`src/hw/lsar_pkg.sv`:
```
// ============================================================
// load setpoint / alarm relay constants
// ============================================================
package lsar_pkg;

  // ==========================================================
  // bus geometry
  // ==========================================================
  localparam int LSAR_DATA_W    = 32;
  localparam int LSAR_ADDR_W    = 8;
  localparam int LSAR_NUM_ZONES = 4;
  localparam int LSAR_NUM_THR   = 8;
  localparam int LSAR_THR_IDX_W = 3;
  localparam int LSAR_LOAD_W    = 24;

  // ==========================================================
  // register byte offsets
  // ==========================================================
  localparam logic [LSAR_ADDR_W-1:0] LSAR_OFF_CTRL     = 8'h00;
  localparam logic [LSAR_ADDR_W-1:0] LSAR_OFF_STATUS   = 8'h04;
  localparam logic [LSAR_ADDR_W-1:0] LSAR_OFF_SAMPLE   = 8'h08;
  localparam logic [LSAR_ADDR_W-1:0] LSAR_OFF_IRQ_STAT = 8'h0C;
  localparam logic [LSAR_ADDR_W-1:0] LSAR_OFF_IRQ_MASK = 8'h10;
  localparam logic [LSAR_ADDR_W-1:0] LSAR_OFF_THR_BASE = 8'h20;

  // ==========================================================
  // field positions
  // ==========================================================
  localparam int LSAR_CTRL_MODE_BIT  = 0;
  localparam int LSAR_CTRL_EN_BIT    = 1;
  localparam int LSAR_CTRL_W         = 2;
  localparam logic [LSAR_CTRL_W-1:0] LSAR_CTRL_RST = 2'h0;
  localparam int LSAR_STAT_ALARM_BIT = 4;
  localparam int LSAR_STAT_ORDER_BIT = 5;
  localparam int LSAR_STAT_W         = 6;
  localparam int LSAR_IRQ_ALARM_BIT  = 4;
  localparam int LSAR_IRQ_ORDER_BIT  = 5;
  localparam int LSAR_IRQ_SAMPLE_BIT = 6;
  localparam int LSAR_IRQ_W          = 7;
  localparam logic [LSAR_IRQ_W-1:0] LSAR_IRQ_RST = 7'h00;

  // ==========================================================
  // threshold slots and reset values
  // ==========================================================
  localparam int LSAR_THR_AL_TOP    = 4;
  localparam int LSAR_THR_AL_UPPER  = 5;
  localparam int LSAR_THR_AL_LOWER  = 6;
  localparam int LSAR_THR_AL_BOTTOM = 7;
  localparam logic [LSAR_DATA_W-1:0] LSAR_THR_RST [0:LSAR_NUM_THR-1] = '{
    32'h0000_03E8, 32'h0000_07D0, 32'h0000_0BB8, 32'h0000_0FA0,
    32'h0000_1B58, 32'h0000_1388, 32'h0000_0BB8, 32'h0000_03E8
  };

  typedef enum logic {
    LSAR_MODE_SETPOINT = 1'b0,
    LSAR_MODE_ALARM    = 1'b1
  } lsar_mode_e;

endpackage

```
`src/hw/lsar_zone_cmp.sv`:
```
`timescale 1ns/1ps
// ============================================================
// one zone window: strict signed compare on both edges
// ============================================================
module lsar_zone_cmp #(
  parameter int LOAD_W = 24
) (
  input  wire logic [LOAD_W-1:0] sample,
  input  wire logic [LOAD_W-1:0] lo_limit,
  input  wire logic [LOAD_W-1:0] hi_limit,
  input  wire logic              use_lo,
  input  wire logic              use_hi,
  output logic                   in_zone
);

  logic above_lo;
  logic below_hi;

  // equality lands outside the window on either edge
  always_comb begin
    above_lo = $signed(sample) > $signed(lo_limit);
    below_hi = $signed(sample) < $signed(hi_limit);
    in_zone  = (!use_lo || above_lo) && (!use_hi || below_hi);
  end

endmodule

```
`src/hw/lsar_relay_ctrl.sv`:
```
// The placing of the registers and the APB register port were decided locally.
`timescale 1ns/1ps
module lsar_relay_ctrl #(
  parameter int LOAD_W = lsar_pkg::LSAR_LOAD_W
) (
  input  wire logic                             mclk,
  input  wire logic                             rst_b,
  input  wire logic                             psel,
  input  wire logic                             penable,
  input  wire logic                             pwrite,
  input  wire logic [lsar_pkg::LSAR_ADDR_W-1:0] paddr,
  input  wire logic [lsar_pkg::LSAR_DATA_W-1:0] pwdata,
  output logic      [lsar_pkg::LSAR_DATA_W-1:0] prdata,
  output logic                                  pready,
  output logic                                  pslverr,
  input  wire logic [LOAD_W-1:0]                load_value,
  input  wire logic                             load_valid,
  output logic      [lsar_pkg::LSAR_NUM_ZONES-1:0] relay_close,
  output logic      [lsar_pkg::LSAR_NUM_ZONES-1:0] zone_symbol,
  output logic                                  alarm_sound,
  output logic                                  warning_msg,
  output logic                                  irq
);
  import lsar_pkg::*;

  // ==========================================================
  // elaboration checks
  // ==========================================================
  if (LOAD_W < 2 || LOAD_W > LSAR_DATA_W) begin : g_bad_width
    $error("LOAD_W must lie between 2 and 32");
  end

  // ==========================================================
  // declarations
  // ==========================================================
  logic [LSAR_CTRL_W-1:0]    ctrl_reg;
  logic [LOAD_W-1:0]         thr_reg [0:LSAR_NUM_THR-1];
  logic [LOAD_W-1:0]         sample_reg;
  logic [LSAR_IRQ_W-1:0]     irq_stat_reg;
  logic [LSAR_IRQ_W-1:0]     irq_stat_next;
  logic [LSAR_IRQ_W-1:0]     irq_mask_reg;
  logic [LSAR_IRQ_W-1:0]     irq_mask_next;
  logic [LSAR_IRQ_W-1:0]     irq_event;
  logic [LSAR_NUM_ZONES-1:0] relay_reg;
  logic [LSAR_NUM_ZONES-1:0] relay_next;
  logic [LSAR_NUM_ZONES-1:0] in_zone;
  logic                      alarm_reg;
  logic                      alarm_next;
  logic                      warn_reg;
  logic                      order_err;
  logic                      order_err_reg;
  logic [LSAR_DATA_W-1:0]    prdata_reg;
  logic                      pready_reg;
  logic                      pslverr_reg;
  logic                      irq_reg;
  logic [LSAR_DATA_W-1:0]    rd_mux;
  logic                      addr_ok;
  logic                      thr_hit;
  logic [LSAR_THR_IDX_W-1:0] thr_idx;
  logic                      apb_setup;
  logic                      apb_write;
  logic [LOAD_W-1:0]         cmp_value;
  lsar_mode_e                mode;
  logic                      enabled;

  assign mode      = lsar_mode_e'(ctrl_reg[LSAR_CTRL_MODE_BIT]);
  assign enabled   = ctrl_reg[LSAR_CTRL_EN_BIT];
  assign apb_setup = psel && !penable;
  // a write lands only on the edge that completes the access phase
  assign apb_write = psel && penable && pready_reg && pwrite && addr_ok;
  assign thr_idx   = paddr[LSAR_THR_IDX_W+1:2];

  // ==========================================================
  // address decode and read mux
  // ==========================================================
  always_comb begin
    rd_mux  = '0;
    addr_ok = 1'b0;
    thr_hit = 1'b0;
    if (paddr == LSAR_OFF_CTRL) begin
      addr_ok = 1'b1;
      rd_mux  = 32'(ctrl_reg);
    end else if (paddr == LSAR_OFF_STATUS) begin
      addr_ok = 1'b1;
      rd_mux  = 32'({order_err_reg, alarm_reg, relay_reg});
    end else if (paddr == LSAR_OFF_SAMPLE) begin
      addr_ok = 1'b1;
      rd_mux  = 32'(sample_reg);
    end else if (paddr == LSAR_OFF_IRQ_STAT) begin
      addr_ok = 1'b1;
      rd_mux  = 32'(irq_stat_reg);
    end else if (paddr == LSAR_OFF_IRQ_MASK) begin
      addr_ok = 1'b1;
      rd_mux  = 32'(irq_mask_reg);
    end else if (paddr[7:5] == LSAR_OFF_THR_BASE[7:5] && paddr[1:0] == 2'h0) begin
      addr_ok = 1'b1;
      thr_hit = 1'b1;
      rd_mux  = 32'(thr_reg[thr_idx]);
    end
  end

  // ==========================================================
  // apb answer: one wait-free access phase
  // ==========================================================
  // read data is captured in setup so prdata comes straight off a flop
  always_ff @(posedge mclk) begin
    if (!rst_b) begin
      pready_reg  <= 1'b0;
      pslverr_reg <= 1'b0;
      prdata_reg  <= '0;
    end else begin
      pready_reg  <= apb_setup;
      pslverr_reg <= apb_setup && !addr_ok;
      if (apb_setup && !pwrite) begin
        prdata_reg <= rd_mux;
      end
    end
  end

  // ==========================================================
  // control register
  // ==========================================================
  always_ff @(posedge mclk) begin
    if (!rst_b) begin
      ctrl_reg <= LSAR_CTRL_RST;
    end else if (apb_write && paddr == LSAR_OFF_CTRL) begin
      ctrl_reg <= pwdata[LSAR_CTRL_W-1:0];
    end
  end

  // ==========================================================
  // threshold storage, one slot per entry
  // ==========================================================
  for (genvar gi = 0; gi < LSAR_NUM_THR; gi++) begin : g_thr
    always_ff @(posedge mclk) begin
      if (!rst_b) begin
        thr_reg[gi] <= LOAD_W'(LSAR_THR_RST[gi]);
      end else if (apb_write && thr_hit && thr_idx == LSAR_THR_IDX_W'(gi)) begin
        thr_reg[gi] <= pwdata[LOAD_W-1:0];
      end
    end
  end

  // ==========================================================
  // load sample
  // ==========================================================
  // a fresh sample is compared in its own cycle, no extra latency
  assign cmp_value = load_valid ? load_value : sample_reg;

  always_ff @(posedge mclk) begin
    if (!rst_b) begin
      sample_reg <= '0;
    end else if (load_valid) begin
      sample_reg <= load_value;
    end
  end

  // ==========================================================
  // zone windows
  // ==========================================================
  for (genvar gz = 0; gz < LSAR_NUM_ZONES; gz++) begin : g_zone
    logic [LOAD_W-1:0] lo_lim;
    logic [LOAD_W-1:0] hi_lim;
    logic              use_lo;
    logic              use_hi;

    // pick the two edges of this zone for the selected mode
    always_comb begin
      lo_lim = thr_reg[(gz == 0) ? 0 : gz - 1];
      hi_lim = thr_reg[gz];
      use_lo = (gz != 0);
      use_hi = 1'b1;
      if (mode == LSAR_MODE_ALARM) begin
        case (gz)
          0: begin
            lo_lim = thr_reg[LSAR_THR_AL_TOP];
            hi_lim = thr_reg[LSAR_THR_AL_TOP];
            use_lo = 1'b0;
          end
          1: begin
            lo_lim = thr_reg[LSAR_THR_AL_UPPER];
            hi_lim = thr_reg[LSAR_THR_AL_TOP];
            use_lo = 1'b1;
          end
          2: begin
            lo_lim = thr_reg[LSAR_THR_AL_BOTTOM];
            hi_lim = thr_reg[LSAR_THR_AL_LOWER];
            use_lo = 1'b1;
          end
          default: begin
            lo_lim = thr_reg[LSAR_THR_AL_BOTTOM];
            hi_lim = thr_reg[LSAR_THR_AL_BOTTOM];
            use_lo = 1'b0;
          end
        endcase
      end
    end

    lsar_zone_cmp #(
      .LOAD_W (LOAD_W)
    ) u_cmp (
      .sample   (cmp_value),
      .lo_limit (lo_lim),
      .hi_limit (hi_lim),
      .use_lo   (use_lo),
      .use_hi   (use_hi),
      .in_zone  (in_zone[gz])
    );
  end

  // ==========================================================
  // relays, symbols and annunciators
  // ==========================================================
  // a disabled block opens every relay: the safe state after reset
  assign relay_next = enabled ? in_zone : '0;
  assign alarm_next = enabled && (mode == LSAR_MODE_ALARM) && (|in_zone);

  always_ff @(posedge mclk) begin
    if (!rst_b) begin
      relay_reg <= '0;
      alarm_reg <= 1'b0;
      warn_reg  <= 1'b0;
    end else begin
      relay_reg <= relay_next;
      alarm_reg <= alarm_next;
      // one warning pulse whenever any alarm zone is newly entered, however many at once
      warn_reg  <= alarm_next && (|(relay_next & ~relay_reg));
    end
  end

  // ==========================================================
  // limit order watch
  // ==========================================================
  // flags a misordered set of alarm limits; zones still follow the
  // limits as written, so overlapping zones are possible then
  always_comb begin
    order_err = !(($signed(thr_reg[LSAR_THR_AL_TOP]) > $signed(thr_reg[LSAR_THR_AL_UPPER]))
               && ($signed(thr_reg[LSAR_THR_AL_UPPER]) > $signed(thr_reg[LSAR_THR_AL_LOWER]))
               && ($signed(thr_reg[LSAR_THR_AL_LOWER]) > $signed(thr_reg[LSAR_THR_AL_BOTTOM])));
  end

  always_ff @(posedge mclk) begin
    if (!rst_b) begin
      order_err_reg <= 1'b0;
    end else begin
      order_err_reg <= order_err;
    end
  end

  // ==========================================================
  // interrupt status and mask
  // ==========================================================
  // set wins over a write-one-to-clear in the same cycle
  always_comb begin
    irq_event = '0;
    irq_event[LSAR_NUM_ZONES-1:0]   = relay_next & ~relay_reg;
    irq_event[LSAR_IRQ_ALARM_BIT]   = alarm_next && !alarm_reg;
    irq_event[LSAR_IRQ_ORDER_BIT]   = order_err && !order_err_reg;
    irq_event[LSAR_IRQ_SAMPLE_BIT]  = load_valid;
    irq_stat_next = irq_stat_reg;
    if (apb_write && paddr == LSAR_OFF_IRQ_STAT) begin
      irq_stat_next = irq_stat_reg & ~pwdata[LSAR_IRQ_W-1:0];
    end
    irq_stat_next = irq_stat_next | irq_event;
    irq_mask_next = irq_mask_reg;
    if (apb_write && paddr == LSAR_OFF_IRQ_MASK) begin
      irq_mask_next = pwdata[LSAR_IRQ_W-1:0];
    end
  end

  always_ff @(posedge mclk) begin
    if (!rst_b) begin
      irq_stat_reg <= LSAR_IRQ_RST;
      irq_mask_reg <= LSAR_IRQ_RST;
      irq_reg      <= 1'b0;
    end else begin
      irq_stat_reg <= irq_stat_next;
      irq_mask_reg <= irq_mask_next;
      irq_reg      <= |(irq_stat_next & irq_mask_next);
    end
  end

  // ==========================================================
  // outputs
  // ==========================================================
  assign prdata      = prdata_reg;
  assign pready      = pready_reg;
  assign pslverr     = pslverr_reg;
  assign relay_close = relay_reg;
  assign zone_symbol = relay_reg;
  assign alarm_sound = alarm_reg;
  assign warning_msg = warn_reg;
  assign irq         = irq_reg;

  // ==========================================================
  // assertions
  // ==========================================================
  // reference compares, written apart from the zone muxing
  logic signed [LOAD_W-1:0] cv;
  logic                     exp_sp [0:3];
  logic                     exp_al [0:3];
  logic                     sp_on;
  logic                     al_on;

  always_comb begin
    cv        = $signed(cmp_value);
    exp_sp[0] = cv < $signed(thr_reg[0]);
    exp_sp[1] = cv > $signed(thr_reg[0]) && cv < $signed(thr_reg[1]);
    exp_sp[2] = cv > $signed(thr_reg[1]) && cv < $signed(thr_reg[2]);
    exp_sp[3] = cv > $signed(thr_reg[2]) && cv < $signed(thr_reg[3]);
    exp_al[0] = cv < $signed(thr_reg[4]);
    exp_al[1] = cv < $signed(thr_reg[4]) && cv > $signed(thr_reg[5]);
    exp_al[2] = cv < $signed(thr_reg[6]) && cv > $signed(thr_reg[7]);
    exp_al[3] = cv < $signed(thr_reg[7]);
    sp_on     = enabled && mode == LSAR_MODE_SETPOINT;
    al_on     = enabled && mode == LSAR_MODE_ALARM;
  end
endmodule

```
`config.mk`:
```
export PLATFORM = sky130hd
export DESIGN_NAME = lsar_relay_ctrl
export DESIGN_NICKNAME = d
export VERILOG_FILES = /design/src/hw/lsar_pkg.sv /design/src/hw/lsar_zone_cmp.sv /design/src/hw/lsar_relay_ctrl.sv
export SDC_FILE = /design/constraint.sdc
export NUM_CORES = 1
export LEC_CHECK = 0
export BUFFER_PORTS_ARGS = -buffer_cell sky130_fd_sc_hd__buf_2
export CORE_MARGIN = 1
export CORE_UTILIZATION = 32
export DETAILED_ROUTE_END_ITERATION = 6
export PLACE_DENSITY_LB_ADDON = 0.12
export SKIP_LAST_GASP = 1
export SLEW_MARGIN = 25
export SYNTH_ARGS = -nofsm -noshare
export SYNTH_HDL_FRONTEND = slang
export SYNTH_SLANG_ARGS = --single-unit
export TNS_END_PERCENT = 10
```
`constraint.sdc`:
```
create_clock -name mclk -period 4.4 [get_ports mclk]
set_clock_uncertainty 0.15 [all_clocks]
set_input_delay 0.88 -clock mclk [delete_from_list [all_inputs] [get_ports mclk]]
set_output_delay 0.88 -clock mclk [all_outputs]
set_load 0.02 [all_outputs]
```
==> metrics.md <==
| Metric | Value |
|---|---|
| Status | complete, no violations |
| Die height | around 250 um |
| Flop pwr share | between 40% and 50% |
| Required @ worst endpoint | roughly 4.7 ns |
| Mapped Cells | roughly 1,800 |
| Top cell family by delay on the critical path | compound AO/OA/AOI/OAI gates |
| P_int | a little under 5 mW |
| DR pass1 iterations | 5 |
| Switching Power | between 1.5 and 2 mW |
| Max Cap Viol | 0 |
| Buf/Inv on CP | 3 |
| Hold worst-path end | irq_stat_reg[3] |
| Final nets | 2,343 |
| Final Max Tran Viols | 0 |
| RSZ-0062 raised after global routing | no |
| CP arrival | roughly 4.6 ns |
| Register area share after synthesis | 38.2% |
| First DRT Iteration DRCs | 1,213 |
| Area growth from synthesis to layout | 18.3% |
| I/O Buffers | 98 |
| Area of the multi-input gates | approximately 11,000 um2 |
| Sw Share | roughly 28% |
| GRT Resource Usage Total | between 20% and 30% |
| Post-layout util | around 39% |
| # fillers | 5,758 |
| Most common cell after layout, fill and taps aside | a21oi_1 |
| Tmin final | approximately 4.2 ns |
| Reg2reg path depth | 13 |
| Reg area | about 7300 um2 |
| Largest net degree at the start of global routing | between 60 and 70 |
| Reg2reg setup slack | a little under 0.3 ns |
| CP max-delay cell | mux2_2 |
| Post-Route WL | between 70 and 80 mm |
| Vias in the first global route | 15,254 |
| Crit. End Element | flip-flop |
| Total number of vias | about 15,000 |
| Clk_lat worst skew | 0.56 ns |
| Layout cells sized above 1 | ~20% |
| Vias per cell | ~5.4 |
| Fin. Hold Viols | 0 |
| Antenna violations before repair | 4 |
| Worst r2r src | ctrl_reg[0] |
| Synth Flop Type | edfxtp_1 |
| Max Fanout on Critical Path | 17 |
| Mapped Avg Cell Area | 10.3 um2 |
| Placer Congestion | slightly above 0.9 |
| Die footprint | between 60,000 and 70,000 um2 |
| Post-synth EDFFs | between 150 and 200 |
| # IOs | roughly 120 |
| DRC violation count after routing | 0 |
| Layout Cells excl Fill | approximately 2,800 |
| Slew HR | between 40% and 50% |
| Post-detailed-route count of antenna-violating nets | 0 |
| Max reg flops | 192 |
| Hold Path Class | reg2reg |
| Syn Std Cell Area | 19,000 um2 |
| Warnings from Yosys | 0 |
| Setup violations, final | 0 |
| HP Start | irq_stat_reg[3] |
| Worst VDD drop | 313 uV |
| Clock sinks | about 270 |
| GRT overflow | 0 |
| First-pass GRT wire length | ~110 mm |
| Starting density of the core | between 30% and 40% |
| Total Power | between 6 and 7 mW |
| Placed cell count | around 2,800 |
| Detailed Place HPWL | roughly 56 mm |
| H-tree depth | 2 |
| CP peak stage delay | about 0.45 ns |
| Kind of start point of the critical path | input port |
| Worst-Margin Slew | just under 0.9 ns |
| Logic pwr share | between 10% and 20% |
| FP Rows | 88 |
| Die width | around 250 um |
| FF+latch count, synth | roughly 270 |
| Post-synth cell types | a little under 80 |
| DR WL/cell | between 20 and 30 um |
| Clock power frac | about 41% |
| CTS tree | done |
| R2r endpoint | irq |
| Min Hold Slack | around 0.33 ns |
| Min-Delay Path Depth | 2 |
| FFs w/ async S/R, synth | 0% |
| Core area | roughly 58,000 um2 |
| Fmax | around 240 MHz |
| Clock root buffer master | clkbuf_16 |
| Clk pin slew, worst setup/hold paths | ~0.05 ns |
| CTS Buffer Depth | 3 |
| Crit Path Class | in2reg |
| Pwr dens | roughly 300 nW/um2 |
| Period utilization | between 90% and 100% |
| Cts bufs inserted | 34 |
| Worst path cell trace | buf_2 > buf_4 > mux2_2 > ha_1 > nor2b_1 > o211ai_1 > a21oi_1 > o31a_1 > or4_1 > a21oi_1 > buf_4 > nor4bb_1 > o41ai_2 > o2111ai_1 |
| Commonest non-fill, non-tap cells in the layout | a21oi_1 (255), ha_1 (236), edfxtp_1 (192) |
| Leakage | 9.35 nW |
power groups by stage:
| stage | logic, mW | registers, mW | clock network (mW) |
|---|---|---|---|
| floorplan | 0.615 | 2.85 | 0 |
| global placement | 1.11 | 2.86 | 0 |
| detailed placement | 1.13 | 2.87 | 0 |
| CTS | 1.13 | 2.81 | 2.85 |
| global route | 1.24 | 2.82 | 2.94 |
| finish | 1.13 | 2.81 | 2.79 |
repair_timing:
action	4_1_cts	5_1_grt
setup buffers	0	1
setup endpoints to repair	0	4
gates resized for setup	0	2
hold buffers	0	0
kinds of logic after synthesis:
logic type,count (synthesis),synth area share (%)
simple gates,580,17.5
fa+ha+maj,236,15.6
other cells,1,0.0198
flops,266,38.2
mux,138,10.7
compound gates,433,13.8
xor+xnor,2,0.0924
buf+inv,189,4.10
stage by stage:
step / area [um2] / TNS [ns] / setup WS, ns
final: 22400 / 0 / 0.150
after detailed placement: 21300 / -2.08 / -0.478
after CTS: 22400 / 0 / 0.0974
after floorplan: 19000 / -3.83 / -0.0798
after global placement: 21300 / -2.23 / -0.486
after global routing: 22400 / 0 / 0.00406
layer usage:
layer | global-route usage (%) | up-vias | share of wire, %
met5 | 0 | - | 0.016
met4 | 6.38 | 2 | 2.4
met3 | 4.90 | 94 | 6.6
met2 | 37.6 | 464 | 43
met1 | 34.8 | 7526 | 47
li1 | - | 7258 | -
synth_stat cells, drive strengths merged (10+ instances only):
library cell / n / area (um2)
mux2: 29 / 327
o211a: 18 / 180
clkbuf: 70 / 263
or3: 40 / 250
mux4: 48 / 1080
nand4: 48 / 300
a21o: 19 / 143
o211ai: 25 / 188
a21oi: 255 / 1280
nor4: 10 / 68.8
nor2: 40 / 158
nor2b: 96 / 601
ha: 236 / 2950
nor3: 13 / 81.3
buf: 30 / 181
dfxtp: 74 / 1480
a21boi: 10 / 75.1
mux2i: 61 / 623
nand2: 93 / 349
edfxtp: 192 / 5770
inv: 89 / 334
nand3: 29 / 150
nand2b: 21 / 131
o21ai: 47 / 235
and2: 168 / 1050
tightest hold or removal path, stage by stage (launching register included):
cell	delay, ns
dfxtp_1	0.30
nand2_1	0.07
a21boi_1	0.06
worst max path at each step:
| stage | startpoint | to | cells after the start |
|---|---|---|---|
| 3_3_place_gp | load_valid | irq | 13 |
| 4_1_cts | load_valid | irq | 13 |
| 5_1_grt | load_valid | irq_stat_reg[4] | 15 |
| 6_report | load_valid | irq | 14 |
| 3_5_place_dp | load_valid | irq | 13 |
| 2_1_floorplan | paddr[2] | thr_reg[1][0] | 7 |
area by class of cell:
class | count | share of cell area (%)
well taps | 765 | 4.27
clock inverters | 16 | 0.669
clock buffers | 46 | 4.18
flip-flops and latches | 266 | 32.3
repair buffers | 249 | 7.66
diodes | 1 | 0.0112
multi-input cells | 1397 | 49.4
inverters | 89 | 1.49
(Power assumes the default switching activity.)
